## config.mk

```make
export PLATFORM = sky130hd
export DESIGN_NAME = cell_storage_elements
export DESIGN_NICKNAME = d
export VERILOG_FILES = /design/src/hdl/cell_storage_pkg.sv /design/src/hdl/cell_storage_elements.sv /design/src/hdl/output_select.sv /design/src/hdl/storage_element.sv
export SDC_FILE = /design/constraint.sdc
export NUM_CORES = 1
export LEC_CHECK = 0
export BUFFER_PORTS_ARGS = -buffer_cell sky130_fd_sc_hd__buf_4
export CAP_MARGIN = 20
export CORE_ASPECT_RATIO = 0.7
export CORE_MARGIN = 4
export CORE_UTILIZATION = 49
export CTS_CLUSTER_SIZE = 8
export DETAILED_ROUTE_END_ITERATION = 8
export PLACE_DENSITY_LB_ADDON = 0.08
export SYNTH_ARGS = -nofsm -noshare
export SYNTH_HDL_FRONTEND = slang
export SYNTH_SLANG_ARGS = --single-unit
export TNS_END_PERCENT = 20
```

## constraint.sdc

```tcl
create_clock -name clk -period 2.2 [get_ports clk]
set_clock_uncertainty 0.1 [all_clocks]
set_input_delay 0 -clock clk [delete_from_list [all_inputs] [get_ports clk]]
set_output_delay 0 -clock clk [all_outputs]
set_load 0.005 [all_outputs]
```

## src/hdl/cell_storage_pkg.sv

```systemverilog
// Constants, register map and carrier types for the cell storage block
package cell_storage_pkg;

  localparam int NUM_ELEMENTS = 4;
  localparam int NUM_OUTPUTS = 5;
  localparam int SEL_W = 2;
  localparam int AXI_ADDR_W = 8;
  localparam int AXI_DATA_W = 32;

  // Register byte addresses
  localparam logic [AXI_ADDR_W-1:0] CTRL_OFFSET = 8'h00;
  localparam logic [AXI_ADDR_W-1:0] ELEM_OFFSET = 8'h04;
  localparam logic [AXI_ADDR_W-1:0] OUTSEL_OFFSET = 8'h08;
  localparam logic [AXI_ADDR_W-1:0] STATUS_OFFSET = 8'h0C;

  // Control register fields
  localparam int CTRL_MODE_LSB = 0;
  localparam int CTRL_CLKINV_BIT = 2;
  localparam int CTRL_CEINV_BIT = 3;
  localparam int CTRL_LSRINV_BIT = 4;
  localparam int CTRL_DIRECT_BIT = 5;
  localparam int CTRL_USED_W = 6;

  // Element register fields
  localparam int ELEM_LATCH_LSB = 0;
  localparam int ELEM_SETVAL_LSB = 4;
  localparam int ELEM_USED_W = 8;

  // Output select and status fields
  localparam int OUTSEL_USED_W = NUM_OUTPUTS * SEL_W;
  localparam int STATUS_Q_LSB = 0;
  localparam int STATUS_O_LSB = 4;
  localparam int STATUS_USED_W = 9;

  // Storage mode codes of the local set/reset
  localparam logic [1:0] MODE_SYNC = 2'h0;
  localparam logic [1:0] MODE_ASYNC = 2'h1;
  localparam logic [1:0] MODE_FRONT = 2'h2;

  // Reset values
  localparam logic [1:0] MODE_RESET = MODE_SYNC;
  localparam logic [NUM_ELEMENTS-1:0] LATCH_RESET = 4'h0;
  localparam logic [NUM_ELEMENTS-1:0] SETVAL_RESET = 4'h0;
  localparam logic [OUTSEL_USED_W-1:0] OUTSEL_RESET = 10'h0E4;

  // AXI responses
  localparam logic [1:0] RESP_OKAY = 2'h0;
  localparam logic [1:0] RESP_SLVERR = 2'h2;

  typedef struct packed {
    logic [1:0] lsrMode;
    logic clockInvert;
    logic ceInvert;
    logic lsrInvert;
    logic sourceDirect;
    logic [NUM_ELEMENTS-1:0] latchMode;
    logic [NUM_ELEMENTS-1:0] setValue;
    logic [OUTSEL_USED_W-1:0] outSel;
  } cfg_t;

  // Unit-wide controls shared by all four elements
  typedef struct packed {
    logic clockEdge;
    logic clockLevel;
    logic enable;
    logic syncSr;
    logic asyncSr;
    logic globalSr;
    logic useDirect;
  } element_ctl_t;

endpackage : cell_storage_pkg

```

## src/hdl/cell_storage_elements.sv

```systemverilog
// Four configurable storage elements of a function unit, AXI4-Lite configured
//
// Operation
// - Each element is a latch or edge flip-flop, positive or negative sense.
// - All four elements share one cell clock, optionally inverted unit-wide.
// - Data comes from table result or direct input, chosen for all four.
// - Any stored bit can be steered onto any of the five outputs.
// - Inactive enable holds flip-flops; asynchronous set/reset still acts.
// - Enable and local set/reset inputs may each be inverted active-low.
// - Synchronous local set/reset acts on flip-flops at active edge only while enabled.
// - Enable applies to flip-flops only, as a hold-or-load mux.
// - Global set/reset is asynchronous and forces every configured value.
// - Per-element bit chooses set or reset for both global and local.
// - Unit runs synchronous, asynchronous, or front-end select mode.
// - In front-end select mode local set/reset chooses data source.
//
// Design decisions made here: the address map and the AXI4-Lite interface to the registers.
`timescale 1ns/1ps
module cell_storage_elements (
  input wire logic clk,
  input wire logic resetn,
  // AXI4-Lite slave
  input wire logic [cell_storage_pkg::AXI_ADDR_W-1:0] s_axi_awaddr,
  input wire logic s_axi_awvalid,
  output logic s_axi_awready,
  input wire logic [cell_storage_pkg::AXI_DATA_W-1:0] s_axi_wdata,
  input wire logic [3:0] s_axi_wstrb,
  input wire logic s_axi_wvalid,
  output logic s_axi_wready,
  output logic [1:0] s_axi_bresp,
  output logic s_axi_bvalid,
  input wire logic s_axi_bready,
  input wire logic [cell_storage_pkg::AXI_ADDR_W-1:0] s_axi_araddr,
  input wire logic s_axi_arvalid,
  output logic s_axi_arready,
  output logic [cell_storage_pkg::AXI_DATA_W-1:0] s_axi_rdata,
  output logic [1:0] s_axi_rresp,
  output logic s_axi_rvalid,
  input wire logic s_axi_rready,
  // Function unit side
  input wire logic cellClock,
  input wire logic clockEnable,
  input wire logic localSetReset,
  input wire logic globalSetResetN,
  input wire logic [cell_storage_pkg::NUM_ELEMENTS-1:0] lutResult,
  input wire logic [cell_storage_pkg::NUM_ELEMENTS-1:0] directDataIn,
  output logic [cell_storage_pkg::NUM_ELEMENTS-1:0] storedQ,
  output logic [cell_storage_pkg::NUM_OUTPUTS-1:0] unitOut
);

  localparam int NE = cell_storage_pkg::NUM_ELEMENTS;
  localparam int NO = cell_storage_pkg::NUM_OUTPUTS;
  localparam int SW = cell_storage_pkg::SEL_W;
  localparam int AW = cell_storage_pkg::AXI_ADDR_W;
  localparam int DW = cell_storage_pkg::AXI_DATA_W;

  // ---------------- Configuration registers ----------------
  cell_storage_pkg::cfg_t cfg;
  cell_storage_pkg::cfg_t next_cfg;

  // ---------------- AXI write channel state ----------------
  logic awHeld;
  logic wHeld;
  logic [AW-1:0] awAddr;
  logic [DW-1:0] wData;
  logic [3:0] wStrb;
  logic awTaken;
  logic wTaken;
  logic bTaken;
  logic doWrite;

  assign awTaken = s_axi_awvalid && s_axi_awready;
  assign wTaken = s_axi_wvalid && s_axi_wready;
  assign bTaken = s_axi_bvalid && s_axi_bready;
  assign doWrite = awHeld && wHeld && !s_axi_bvalid;

  always_ff @(posedge clk) begin
    if (!resetn) begin
      awHeld <= 1'b0;
      awAddr <= '0;
      s_axi_awready <= 1'b0;
    end else if (awTaken) begin
      awHeld <= 1'b1;
      awAddr <= s_axi_awaddr;
      s_axi_awready <= 1'b0;
    end else if (bTaken || (!awHeld && !s_axi_bvalid)) begin
      awHeld <= 1'b0;
      s_axi_awready <= 1'b1;
    end
  end

  always_ff @(posedge clk) begin
    if (!resetn) begin
      wHeld <= 1'b0;
      wData <= '0;
      wStrb <= '0;
      s_axi_wready <= 1'b0;
    end else if (wTaken) begin
      wHeld <= 1'b1;
      wData <= s_axi_wdata;
      wStrb <= s_axi_wstrb;
      s_axi_wready <= 1'b0;
    end else if (bTaken || (!wHeld && !s_axi_bvalid)) begin
      wHeld <= 1'b0;
      s_axi_wready <= 1'b1;
    end
  end

  // Write decode on the word address; low two bits ignored
  logic [AW-1:0] wordAddrW;
  logic hitCtrlW;
  logic hitElemW;
  logic hitOutselW;
  logic hitStatusW;
  logic mappedW;
  logic [DW-1:0] byteMask;

  assign wordAddrW = {awAddr[AW-1:2], 2'b00};
  assign hitCtrlW = (wordAddrW == cell_storage_pkg::CTRL_OFFSET);
  assign hitElemW = (wordAddrW == cell_storage_pkg::ELEM_OFFSET);
  assign hitOutselW = (wordAddrW == cell_storage_pkg::OUTSEL_OFFSET);
  assign hitStatusW = (wordAddrW == cell_storage_pkg::STATUS_OFFSET);
  assign mappedW = hitCtrlW || hitElemW || hitOutselW || hitStatusW;
  assign byteMask = {{8{wStrb[3]}}, {8{wStrb[2]}}, {8{wStrb[1]}}, {8{wStrb[0]}}};

  always_ff @(posedge clk) begin
    if (!resetn) begin
      s_axi_bvalid <= 1'b0;
      s_axi_bresp <= cell_storage_pkg::RESP_OKAY;
    end else if (doWrite) begin
      s_axi_bvalid <= 1'b1;
      s_axi_bresp <= mappedW ? cell_storage_pkg::RESP_OKAY : cell_storage_pkg::RESP_SLVERR;
    end else if (bTaken) begin
      s_axi_bvalid <= 1'b0;
    end
  end

  // ---------------- Register words ----------------
  logic [DW-1:0] ctrlWord;
  logic [DW-1:0] elemWord;
  logic [DW-1:0] outselWord;
  logic [DW-1:0] statusWord;

  assign ctrlWord = {{(DW - cell_storage_pkg::CTRL_USED_W){1'b0}},
                     cfg.sourceDirect, cfg.lsrInvert, cfg.ceInvert,
                     cfg.clockInvert, cfg.lsrMode};
  assign elemWord = {{(DW - cell_storage_pkg::ELEM_USED_W){1'b0}}, cfg.setValue, cfg.latchMode};
  assign outselWord = {{(DW - cell_storage_pkg::OUTSEL_USED_W){1'b0}}, cfg.outSel};
  assign statusWord = {{(DW - cell_storage_pkg::STATUS_USED_W){1'b0}}, unitOut, storedQ};

  // Byte-masked merge of the written data into the current word
  logic [DW-1:0] ctrlMerged;
  logic [DW-1:0] elemMerged;
  logic [DW-1:0] outselMerged;
  logic [1:0] mergedMode;
  logic modeLegal;

  assign ctrlMerged = (ctrlWord & ~byteMask) | (wData & byteMask);
  assign elemMerged = (elemWord & ~byteMask) | (wData & byteMask);
  assign outselMerged = (outselWord & ~byteMask) | (wData & byteMask);
  assign mergedMode = ctrlMerged[cell_storage_pkg::CTRL_MODE_LSB +: 2];
  // The fourth mode code has no meaning; such a write keeps the old mode
  assign modeLegal = (mergedMode == cell_storage_pkg::MODE_SYNC) ||
                     (mergedMode == cell_storage_pkg::MODE_ASYNC) ||
                     (mergedMode == cell_storage_pkg::MODE_FRONT);

  always_comb begin
    next_cfg = cfg;
    if (doWrite && hitCtrlW) begin
      if (modeLegal) begin
        next_cfg.lsrMode = mergedMode;
      end
      next_cfg.clockInvert = ctrlMerged[cell_storage_pkg::CTRL_CLKINV_BIT];
      next_cfg.ceInvert = ctrlMerged[cell_storage_pkg::CTRL_CEINV_BIT];
      next_cfg.lsrInvert = ctrlMerged[cell_storage_pkg::CTRL_LSRINV_BIT];
      next_cfg.sourceDirect = ctrlMerged[cell_storage_pkg::CTRL_DIRECT_BIT];
    end
    if (doWrite && hitElemW) begin
      next_cfg.latchMode = elemMerged[cell_storage_pkg::ELEM_LATCH_LSB +: NE];
      next_cfg.setValue = elemMerged[cell_storage_pkg::ELEM_SETVAL_LSB +: NE];
    end
    if (doWrite && hitOutselW) begin
      next_cfg.outSel = outselMerged[cell_storage_pkg::OUTSEL_USED_W-1:0];
    end
  end

  // Static settings; changing them mid-operation is allowed but not glitch-free
  always_ff @(posedge clk) begin
    if (!resetn) begin
      cfg.lsrMode <= cell_storage_pkg::MODE_RESET;
      cfg.clockInvert <= 1'b0;
      cfg.ceInvert <= 1'b0;
      cfg.lsrInvert <= 1'b0;
      cfg.sourceDirect <= 1'b0;
      cfg.latchMode <= cell_storage_pkg::LATCH_RESET;
      cfg.setValue <= cell_storage_pkg::SETVAL_RESET;
      cfg.outSel <= cell_storage_pkg::OUTSEL_RESET;
    end else begin
      cfg <= next_cfg;
    end
  end

  // ---------------- AXI read channel ----------------
  logic arTaken;
  logic rTaken;
  logic [AW-1:0] wordAddrR;
  logic [DW-1:0] readWord;
  logic mappedR;

  assign arTaken = s_axi_arvalid && s_axi_arready;
  assign rTaken = s_axi_rvalid && s_axi_rready;
  assign wordAddrR = {s_axi_araddr[AW-1:2], 2'b00};
  assign mappedR = (wordAddrR == cell_storage_pkg::CTRL_OFFSET) ||
                   (wordAddrR == cell_storage_pkg::ELEM_OFFSET) ||
                   (wordAddrR == cell_storage_pkg::OUTSEL_OFFSET) ||
                   (wordAddrR == cell_storage_pkg::STATUS_OFFSET);
  assign readWord = (wordAddrR == cell_storage_pkg::CTRL_OFFSET) ? ctrlWord :
                    (wordAddrR == cell_storage_pkg::ELEM_OFFSET) ? elemWord :
                    (wordAddrR == cell_storage_pkg::OUTSEL_OFFSET) ? outselWord :
                    (wordAddrR == cell_storage_pkg::STATUS_OFFSET) ? statusWord : '0;

  always_ff @(posedge clk) begin
    if (!resetn) begin
      s_axi_arready <= 1'b0;
      s_axi_rvalid <= 1'b0;
      s_axi_rdata <= '0;
      s_axi_rresp <= cell_storage_pkg::RESP_OKAY;
    end else if (arTaken) begin
      s_axi_arready <= 1'b0;
      s_axi_rvalid <= 1'b1;
      s_axi_rdata <= readWord;
      s_axi_rresp <= mappedR ? cell_storage_pkg::RESP_OKAY : cell_storage_pkg::RESP_SLVERR;
    end else if (rTaken || !s_axi_rvalid) begin
      s_axi_rvalid <= 1'b0;
      s_axi_arready <= 1'b1;
    end
  end

  // ---------------- Shared unit controls ----------------
  logic effClock;
  logic prevClock;
  logic primed;
  logic enableActive;
  logic lsrActive;
  logic modeSync;
  logic modeAsync;
  logic modeFront;
  cell_storage_pkg::element_ctl_t ctl;

  assign effClock = cellClock ^ cfg.clockInvert;
  assign enableActive = clockEnable ^ cfg.ceInvert;
  assign lsrActive = localSetReset ^ cfg.lsrInvert;
  assign modeSync = (cfg.lsrMode == cell_storage_pkg::MODE_SYNC);
  assign modeAsync = (cfg.lsrMode == cell_storage_pkg::MODE_ASYNC);
  assign modeFront = (cfg.lsrMode == cell_storage_pkg::MODE_FRONT);

  // Edge found against the previous sample; the first sample after reset is
  // not trusted, so a clock already high at release makes no false edge
  always_ff @(posedge clk) begin
    if (!resetn) begin
      prevClock <= 1'b0;
      primed <= 1'b0;
    end else begin
      prevClock <= effClock;
      primed <= 1'b1;
    end
  end

  assign ctl.clockEdge = primed && effClock && !prevClock;
  assign ctl.clockLevel = effClock;
  assign ctl.enable = enableActive;
  assign ctl.syncSr = modeSync && lsrActive;
  assign ctl.asyncSr = modeAsync && lsrActive;
  assign ctl.globalSr = !globalSetResetN;
  // In front-end mode the local input picks direct data when active
  assign ctl.useDirect = modeFront ? lsrActive : cfg.sourceDirect;

  // ---------------- Storage elements and output steering ----------------
  genvar i;
  generate
    for (i = 0; i < NE; i++) begin : g_elem
      storage_element u_elem (
        .clk(clk),
        .resetn(resetn),
        .ctl(ctl),
        .latchMode(cfg.latchMode[i]),
        .setValue(cfg.setValue[i]),
        .lutIn(lutResult[i]),
        .directIn(directDataIn[i]),
        .q(storedQ[i])
      );
    end
    for (i = 0; i < NO; i++) begin : g_out
      output_select #(
        .N(NE),
        .SEL_W(SW)
      ) u_sel (
        .clk(clk),
        .resetn(resetn),
        .q(storedQ),
        .sel(cfg.outSel[i*SW +: SW]),
        .o(unitOut[i])
      );
    end
  endgenerate

endmodule : cell_storage_elements

```

## src/hdl/output_select.sv

```systemverilog
// Registered selector placing one of the stored bits on a unit output
`timescale 1ns/1ps
module output_select #(
  parameter int N = 4,
  parameter int SEL_W = 2
) (
  input wire logic clk,
  input wire logic resetn,
  input wire logic [N-1:0] q,
  input wire logic [SEL_W-1:0] sel,
  output logic o
);

  logic picked;

  assign picked = q[sel];

  always_ff @(posedge clk) begin
    if (!resetn) begin
      o <= 1'b0;
    end else begin
      o <= picked;
    end
  end

endmodule : output_select

```

## src/hdl/storage_element.sv

```systemverilog
// One latch or flip-flop of the function unit with set/reset handling
`timescale 1ns/1ps
module storage_element (
  input wire logic clk,
  input wire logic resetn,
  input wire cell_storage_pkg::element_ctl_t ctl,
  input wire logic latchMode,
  input wire logic setValue,
  input wire logic lutIn,
  input wire logic directIn,
  output logic q
);

  logic d;
  logic heldOrNew;

  assign d = ctl.useDirect ? directIn : lutIn;
  // Enable is a two-way mux in front of the flip-flop only
  assign heldOrNew = ctl.enable ? d : q;

  always_ff @(posedge clk) begin
    if (!resetn) begin
      q <= 1'b0;
    end else if (ctl.globalSr) begin
      q <= setValue;
    end else if (ctl.asyncSr) begin
      q <= setValue;
    end else if (latchMode) begin
      if (ctl.clockLevel) begin
        q <= d;
      end
    end else if (ctl.clockEdge) begin
      if (ctl.syncSr && ctl.enable) begin
        q <= setValue;
      end else begin
        q <= heldOrNew;
      end
    end
  end

endmodule : storage_element

```

==> results.txt, run 1 <==
- In the synthesized netlist the dominant register cell turns out to be sky130_fd_sc_hd__dfxtp_1.
- CTS tree: built
- The routed layout has 2,792 vias.
* Top achievable clock speed: 474 MHz
* Post-synth ARST share: 0
- After detailed routing, the total wire length is 8380 um.
* YS warnings: 0
* Total number of placement rows: 24
- Initial cell density of the core: 0.521
- Critical path start-end classification: reg2reg
- Library cell used as clock root buffer: sky130_fd_sc_hd__clkbuf_8
* Post-CTS Repair Setup Buffers: 0
* Slew Viols, Final: 0
- Internal power comes to 2050 uW.
- For the worst setup path, the data arrival time is 2230 ps.
- Layout fillers: 559
- Cell type group with the largest total delay on the critical path: simple AND/OR/NAND/NOR gates
* Final weighted congestion of routability-driven global placement: 0.842
- IO Count: 121
- In the finished design, the share of the clock period the worst path needs comes to 0.960.
- TritonCTS sink count: 72
* Final core area utilization: 0.668
- Synthesized cell area: 0.00335 mm^2
- The first global-routing pass estimated 13,700 um of wire.
- Clock edge transition at the registers on the reported setup and hold paths: 80 ps
- Depth of the worst hold-timing path: 4
- Maximum number of pins on one net before global-route repair: 52
- Across every metal layer, demand over resource in global routing totals 0.212.
- For the worst-skew pair, the clock arrives at the later sink with an insertion delay of 350 ps.
* IR Drop Worst-Case VDD: 0.000372 V
- Fin cells: 553
- Post-DR wirelength/cell: 15.1 um
- The detail route stage leaves a number of antenna-violating nets equal to 0.
* Mean instance size in the synthesized netlist: 9.02 um^2
* Worst setup path startpoint: awAddr[7]
- In this run the horizontal extent of the chip is 107 um.
- The library cell used most frequently in the layout, excluding fill and tap cells, is sky130_fd_sc_hd__dfxtp_1.
* Number of synthesized flops with an enable pin: 0
- Highest net fanout along the worst path: 8
- For the worst setup path, the data required time is 2320 ps.
* Max transition margin: 0.558
* Vert. Die Dim: 77.1 um
- R2R Setup Slk: 90 ps
- CP max stage cell: sky130_fd_sc_hd__or4_1
- In this run the standard cell core region covers 0.00643 mm^2.
* DPL Wire Length: 5920 um
- H-tree lvl count: 3
* Maximum capacitance violations: 0
* Cell total after placement: 504
- Dividing total power by cell area gives a power density of 639 mW/mm^2.
- Sum Neg Setup Slack: 0 ps
- Remaining global-route overflow: 0
- Result of the run: finished, final reports clean
* Beginning of the worst hold path: directDataIn[1]
* Seq/Total Area, Yosys: 0.431
- Worst Tran Pin Value: 663 ps
- The startpoint identified for the worst register-to-register timing path is awAddr[7].
* Buffers plus inverters on the worst setup path: 1
* Number of antenna violations at the first check in global routing: 0
- Ant diodes: 0
* Number of global-route vias before repair: 2,713
- The path class of the tightest hold or removal check is in2reg.
- Switching power summed over all nets: 696 uW
- Of the cells placed in the final design, the portion with a size suffix greater than 1 is 0.234.
* First-pass iteration count of the detailed router: 4
- Static power due to leakage: 0.00180 uW
* Number of input and output port buffers inserted: 68
* Number of distinct library cells after synthesis: 40
* Clock period minus final worst setup slack: 2110 ps
- The floorplan step defined a die boundary enclosing 0.00824 mm^2.
- Clock buffers created by TritonCTS: 9
- The path with the worst hold slack has its endpoint at g_elem[1].u_elem.q.
- Area overhead of the layout relative to synthesis: 28.3%
- In the routed design, unresolved DRC markers number 0.
- STA classifies the critical path endpoint as a flip-flop.
* Vias per cell: 5.05
- CP cell instances: or4_1 > or2_1 > and4bb_1 > buf_12 > mux2i_1 > nor2_1
* Buffers from clock root to sink, at most: 2
* Unrepaired setup endpoints after global routing: false
- Most used cells in the layout excluding fill and tap cells: sky130_fd_sc_hd__dfxtp_1, sky130_fd_sc_hd__buf_4, sky130_fd_sc_hd__nand2_1
- Setup violations remaining at the end of the flow were counted as 0.
- The design draws 2740 uW.
- Switch share: 0.254
- Violation count after the first detailed-routing iteration: 163
* Longest individual stage delay on the worst path: 570 ps
- Number of hold violations in the final report: 0
* Part of the power in the clock network: 0.379
- Number of cell instances on the worst register-to-register path: 6
- Comb power frac: 0.115
- Synthesized netlist cell count: 371
- Synthesis inferred 72 register bits.
* Share of total power in sequential cells: 0.506
- Critical Path Start Type: flip-flop
- Layout net count: 528
-- worst register-to-register path: cells and delay by family, from the launching register on --
kind	cells	cell delay (ps)
buffers and inverters	1	150
flip-flops	1	320
multiplexers	1	210
AND/OR/NAND/NOR	4	1210
-- Yosys cell counts (all sizes together), types with 3 or more instances --
cell | number | share of area
nand2 | 48 | 0.054
buf | 36 | 0.080
o22ai | 4 | 0.0075
mux4 | 6 | 0.040
nor2 | 39 | 0.044
nor2b | 3 | 0.0056
clkbuf | 17 | 0.019
and2 | 7 | 0.013
nand2b | 3 | 0.0056
nand3 | 8 | 0.013
mux2i | 29 | 0.087
nor3 | 12 | 0.019
dfxtp | 72 | 0.43
mux2 | 12 | 0.040
a21oi | 30 | 0.045
o21ai | 10 | 0.015
a22oi | 8 | 0.018
inv | 3 | 0.0034
a211oi | 7 | 0.016
-- what timing repair did --
action                                  CTS  global route
hold buffers                             33             0
endpoints found under the setup margin    0             2
gates resized for setup                   0             0
endpoints found under the hold margin    40             0
-- power by group through the flow --
stage               logic (uW)  registers, uW  clock network, uW
floorplan                  192           1400                  0
global placement           264           1410                  0
detailed placement         269           1420                  0
CTS                        314           1390               1070
global route               352           1390               1110
finish                     316           1390               1040
-- stage by stage --
step                cell area, um^2  setup slack [ps]  hold slack, ps
floorplan                      3430               288           -72.3
global placement               3770               140             149
detailed placement             3770               112             158
CTS                            4290              96.2            6.99
global route                   4290              21.7            32.9
finish                         4290              88.2            25.6
-- logic make-up (layout without fill, tap and decap cells) --
family | Yosys count | count (layout) | synth area share
AOI/OAI and AO/OA | 63 | 63 | 0.112
and+or+nand+nor | 129 | 129 | 0.178
DFF | 72 | 72 | 0.431
muxes | 47 | 47 | 0.168
xor gates and xnor gates | 3 | 3 | 0.00785
other | 1 | 24 | 0.00112
buffers and inverters | 56 | 124 | 0.102
-- final cells by class --
type	count	area (um^2)	area share
multi-input combinational	266	1650	0.384
sequential	72	1440	0.336
timing repair buffer	105	883	0.206
clock buffer	10	128	0.0297
tap	91	114	0.0265
clock inverter	6	68.8	0.0160
inverter	3	11.3	0.00262
-- worst max path at each step --
stage                     end  slack (ps)  cells past startpoint
floorplan           flip-flop         290                      6
global route        flip-flop          20                      6
global placement    flip-flop         140                      6
detailed placement  flip-flop         110                      6
finish              flip-flop          90                      6
CTS                 flip-flop         100                      6
-- per-layer routing --
layer	routed length (um)	GRT usage	vias up
met1	4110	0.308	1286
met2	3560	0.310	103
met5	0	0	-
li1	-	-	1398
met3	648	0.0587	5
met4	63	0.0536	0
No activity file was read; power rests on OpenSTA's default activity.
==> inputs of run 2 (changes only) <==
Settings changed: CORE_MARGIN 4 to unset, HOLD_SLACK_MARGIN set to 0.02.
==> results.txt, run 2 (synthesized netlist as in run 1, its figures left out) <==
- Result of the run: finished, final reports clean
* Critical path arrival: 2200 ps
- After global routing the overflow that remains totals 0.
- Post-detailed-placement cell area: 0.00377 mm^2
- Total number of placement rows: 24
- Worst Tran Pin Value: 657 ps
- In the final layout, flip-flops and latches occupy 0.00144 mm^2.
* Switch share: 0.261
- The internal power of the cells totals 2050 uW.
- Setup violations remaining at the end of the flow were counted as 0.
- Most used cells in the layout excluding fill and tap cells: sky130_fd_sc_hd__dfxtp_1, sky130_fd_sc_hd__buf_4, sky130_fd_sc_hd__nand2_1
* Power, Total: 2780 uW
- R2R Setup Slk: 140 ps
- In the global route stage, overall resource usage came out at 0.247.
- Maximum capacitance violations: 0
- Die area: 0.00717 mm^2
* Critical path data required time: 2340 ps
* Switching power summed over all nets: 726 uW
- Critical Path Start Type: flip-flop
- The number of antenna violations at the first check in global routing was 0.
- Summed over all nets, the half-perimeter wirelength after detailed placement is 5770 um.
* Sum Neg Setup Slack: 0 ps
- H-tree lvl count: 3
* Library cell used as clock root buffer: sky130_fd_sc_hd__clkbuf_8
* Max transition margin: 0.562
- Dividing the detail-routed wire length by the instance count gives 15.0 um.
- Measured along the y axis, the die boundary spans 71.1 um.
* Final weighted congestion of routability-driven global placement: 0.806
* Clock edge transition at the registers on the reported setup and hold paths: 80 ps
- The detail route stage leaves a number of antenna-violating nets equal to 0.
- TritonCTS sink count: 72
* IO Count: 121
* Number of input and output port buffers inserted: 68
- Path class of the lowest-slack min-delay path: in2reg
- Die X-Extent: 101 um
- Setup repair after global routing left no endpoint under its margin.
- First-pass GRT wire length: 13,300 um
- 0 antenna diodes ended up in the layout.
* CTS tree: built
- By startpoint and endpoint, the worst setup path is classified as reg2reg.
- Power spread over the standard cell area amounts to 642 mW/mm^2.
- Maximum number of pins on one net before global-route repair: 33
* Share of total power in sequential cells: 0.499
* First-pass iteration count of the detailed router: 6
- The final max-slew violation count is 0.
- After detailed routing, the number of remaining DRC violations is 0.
- Violation count after the first detailed-routing iteration: 212
* Layout fillers: 531
- Number of hold violations in the final report: 0
* Number of global-route vias before repair: 2,657
- The share of total power dissipated in combinational logic is 0.116.
- Using the TritonRoute via totals, the vias-per-cell ratio works out to 5.21.
- Top achievable clock speed: 484 MHz
* Highest net fanout along the worst path: 8
* Clock period minus final worst setup slack: 2060 ps
- Post-CTS Repair Setup Buffers: 0
- Once layout is done, the placed cells without fillers occupy 0.00433 mm^2.
- The clock reaches the later pin of the worst-skew pair after 350 ps.
* Part of the power in the clock network: 0.385
- Share of post-route cells with drive strength above 1: 0.239
- In the final design database the tool counted 531 nets.
* Multi-input logic area: 0.00165 mm^2
- Relative to the synthesized area, the layout overhead comes to 29.5%.
* Core Footprint: 0.00640 mm^2
- IR analysis of the VDD net gives a maximum drop of 0.000329 V.
- Static power due to leakage: 0.00181 uW
- For this configuration, the core starts out at a cell density of 0.523.
* Clock buffers created by TritonCTS: 9
* Capturing element type of the critical path: flip-flop
- Final critical-path share of the clock period: 0.938
- Vias after detailed routing: 2,899
* Total routed wirelength: 8350 um
* Buffers from clock root to sink, at most: 2
run 2: what timing repair did:
| action | CTS | global route |
|---|---|---|
| endpoints found under the hold margin | 40 | 0 |
| setup endpoints to repair | 0 | 4 |
| gates resized for setup | 0 | 1 |
| hold buffers | 35 | 0 |
run 2: power groups by stage:
stage,Clock (uW),Combinational (uW),Sequential (uW)
global placement,0,264,1410
floorplan,0,192,1400
global route,1160,353,1390
CTS,1090,316,1390
finish,1070,321,1390
detailed placement,0,268,1420
run 2: per-stage QoR:
step	util	worst slack, ps	hold slack [ps]	cells
after global placement	0.590	129	150	505
after detailed placement	0.590	107	157	505
after CTS	0.677	90.7	24.3	556
final	0.677	135	34.3	556
after global routing	0.677	30.9	55.2	556
after floorplan	-	288	-72.3	394
run 2: area by class of cell:
| cell class | count | area share |
|---|---|---|
| Multi-Input combinational cell | 266 | 0.381 |
| Sequential cell | 72 | 0.333 |
| Timing Repair Buffer | 108 | 0.210 |
| Clock buffer | 9 | 0.0286 |
| Tap cell | 91 | 0.0263 |
| Clock inverter | 7 | 0.0185 |
| Inverter | 3 | 0.00260 |
run 2: path summary, 6_finish.rpt:
kind                              startpoint                 end  cells after the start
worst max register to register     awAddr[7]           flip-flop                      6
worst min-delay path            lutResult[1]  g_elem[1].u_elem.q                      4
worst max-delay path               awAddr[7]           flip-flop                      6
worst min register to register      wData[9]            wData[9]                      2
run 2: per-layer routing:
layer,up-vias,global-route usage,part of all wire,wire length [um]
met4,0,0.0805,0.012,100
met1,1361,0.348,0.49,4060
li1,1403,-,-,-
met3,12,0.0662,0.063,529
met2,123,0.370,0.44,3660
met5,-,0,0,0
run 2: critical path, stage by stage (launching register included):
cell and delay, ps:
sky130_fd_sc_hd__dfxtp_1 320, sky130_fd_sc_hd__or4_1 570, sky130_fd_sc_hd__or2_4 280, sky130_fd_sc_hd__and4bb_1 300
sky130_fd_sc_hd__buf_12 150, sky130_fd_sc_hd__mux2i_1 180, sky130_fd_sc_hd__nor2_1 50
==> inputs of run 3 (changes only) <==
Settings changed: SETUP_SLACK_MARGIN set to 0.5.
==> results.txt, run 3 (synthesized netlist as in run 1, its figures left out) <==
- Number of global-route vias before repair: 2,633
- In this run, the number of DRC markers left after iteration 0 of detailed routing was 171.
* Critical Path Start Type: flip-flop
- At the pin with the least slew margin, the transition time is 635 ps.
- Clock buffers created by TritonCTS: 9
- TritonCTS sink count: 72
* H-tree lvl count: 3
* CP cell instances: or4_4 > or2_4 > and4bb_1 > buf_12 > mux2i_1 > nor2_1
* Max transition margin: 0.576
- The congestion estimate from routability-driven global placement came to 0.817.
* DPL Wire Length: 5730 um
- The flow ran to the end, and the final reports show no timing, DRC or antenna violations.
- In the final design database the tool counted 536 nets.
- Path class of the lowest-slack min-delay path: in2reg
- Measured on the finished design, the core utilization comes to 0.688.
- First-pass GRT wire length: 13,100 um
* Die area: 0.00717 mm^2
- The top cell types in the final layout, fill and taps aside, are sky130_fd_sc_hd__buf_4, sky130_fd_sc_hd__dfxtp_1, sky130_fd_sc_hd__nand2_1.
- Total routed wirelength: 8380 um
- After clock tree synthesis, the clock-pin slew on the worst setup and hold paths is 70 ps.
- Most frequent standard cell in the layout excluding fill and tap cells: sky130_fd_sc_hd__buf_4
- Sum Neg Setup Slack: 0 ps
- Post-layout instance area: 0.00440 mm^2
- IR Drop Worst-Case VDD: 0.000365 V
- IO Count: 121
* GR met2 Demand/Resource: 0.372
- met2 is the most crowded layer.
- Final routed DRC violation total: 0
- Clock latency of the later-clocked register in the worst-skew pair: 350 ps
* Remaining global-route overflow: 0
* Cell total after placement: 505
* Number of antenna violations at the first check in global routing: 0
* Global Route Usage Sum: 0.243
- For met1 alone, demand over resource in global routing was 0.337.
- Number of nets with antenna violations after routing: 0
- The smallest clock period supported by the final layout is computed as 2100 ps.
- In the global route stage, met3 resource usage came out at 0.0632.
* Number of hold violations in the final report: 0
- Setup repair after global routing could not meet its margin everywhere.
- Buffers from clock root to sink, at most: 2
- Critical path start-end classification: reg2reg
- TritonCTS built the clock tree.
- In this design, the stage delay of the slowest critical-path cell is 560 ps.
- Vias after detailed routing: 2,881
- The analysis attributes to cell leakage a power of 0.00184 uW.
- The initial utilization of the core area, before any placement, comes to 0.523.
- Summing internal, switching and leakage power gives 2760 uW.
- Total power divided by cell area: 627 mW/mm^2
* Top achievable clock speed: 477 MHz
- The finished layout holds 561 standard cells, fillers aside.
- Post-DR wirelength/cell: 14.9 um
- Post-detailed-placement cell area: 0.00377 mm^2
- Critical path arrival: 2210 ps
- The layout has 535 filler cells.
- Setup violations remaining at the end of the flow were counted as 0.
- From left edge to right edge, the die measures 101 um.
- Slew Viols, Final: 0
- Highest net fanout along the worst path: 8
- In this run the clock root is driven by a sky130_fd_sc_hd__clkbuf_8.
- Share of post-route cells with drive strength above 1: 0.253
* First-pass iteration count of the detailed router: 4
* Final critical-path share of the clock period: 0.954
- Maximum capacitance violations: 0
* Vias per cell: 5.14
- Total number of placement rows: 24
* Area overhead of the layout relative to synthesis: 31.6%
* Core Footprint: 0.00640 mm^2
- Vert. Die Dim: 71.1 um
- The number of antenna diodes in the final layout is 0.
- Capturing element type of the critical path: flip-flop
- The largest individual stage delay along the critical path comes from the cell sky130_fd_sc_hd__or4_4.
* Critical path data required time: 2310 ps
- Number of input and output port buffers inserted: 68
- Maximum number of pins on one net before global-route repair: 41
## run 3: routing by layer
layer  part of all wire  wire length, um
met5                  0                0
met2               0.44             3710
met4              0.013              108
met1               0.47             3910
met3              0.077              648
## run 3: layout make-up
| class | count | area (um^2) | share of cell area |
|---|---|---|---|
| Sequential cell | 72 | 1440 | 0.328 |
| Clock inverter | 5 | 56.3 | 0.0128 |
| Timing Repair Buffer | 113 | 955 | 0.217 |
| Clock buffer | 11 | 141 | 0.0321 |
| Multi-Input combinational cell | 266 | 1680 | 0.382 |
| Tap cell | 91 | 114 | 0.0259 |
| Inverter | 3 | 11.3 | 0.00256 |
## run 3: critical path: cells and delay by family, from the launching register on
kind                   cells  cell delay [ps]
buffers and inverters      1              150
flip-flops                 1              330
AND/OR/NAND/NOR            4             1180
multiplexers               1              210
## run 3: per-stage QoR
step | hold slack, ps | setup WS [ps]
global placement | 149 | 156
detailed placement | 158 | 115
global route | 46.0 | 102
finish | 33.6 | 102
CTS | 25.8 | 175
floorplan | -72.3 | 288
## run 3: final timing paths
kind | cells past startpoint | slack, ps | end | startpoint
max | 6 | 100 | flip-flop | awAddr[7]
min reg2reg | 2 | 360 | wData[8] | wData[8]
max reg2reg | 6 | 100 | flip-flop | awAddr[7]
min | 4 | 30 | g_elem[0].u_elem.q | lutResult[0]
## run 3: repair_timing
| item | in CTS | in global routing |
|---|---|---|
| resized for setup | 2 | 7 |
| hold endpoints to repair | 41 | 0 |
| buffers inserted | 1 | 3 |
| pin swaps | 1 | 2 |
| setup endpoints to repair | 28 | 29 |
| hold buffers | 36 | 0 |
## run 3: report_power, final
part,internal (uW),switching (uW)
clock network,553,487
logic,183,149
registers,1340,45.8
total,2080,682
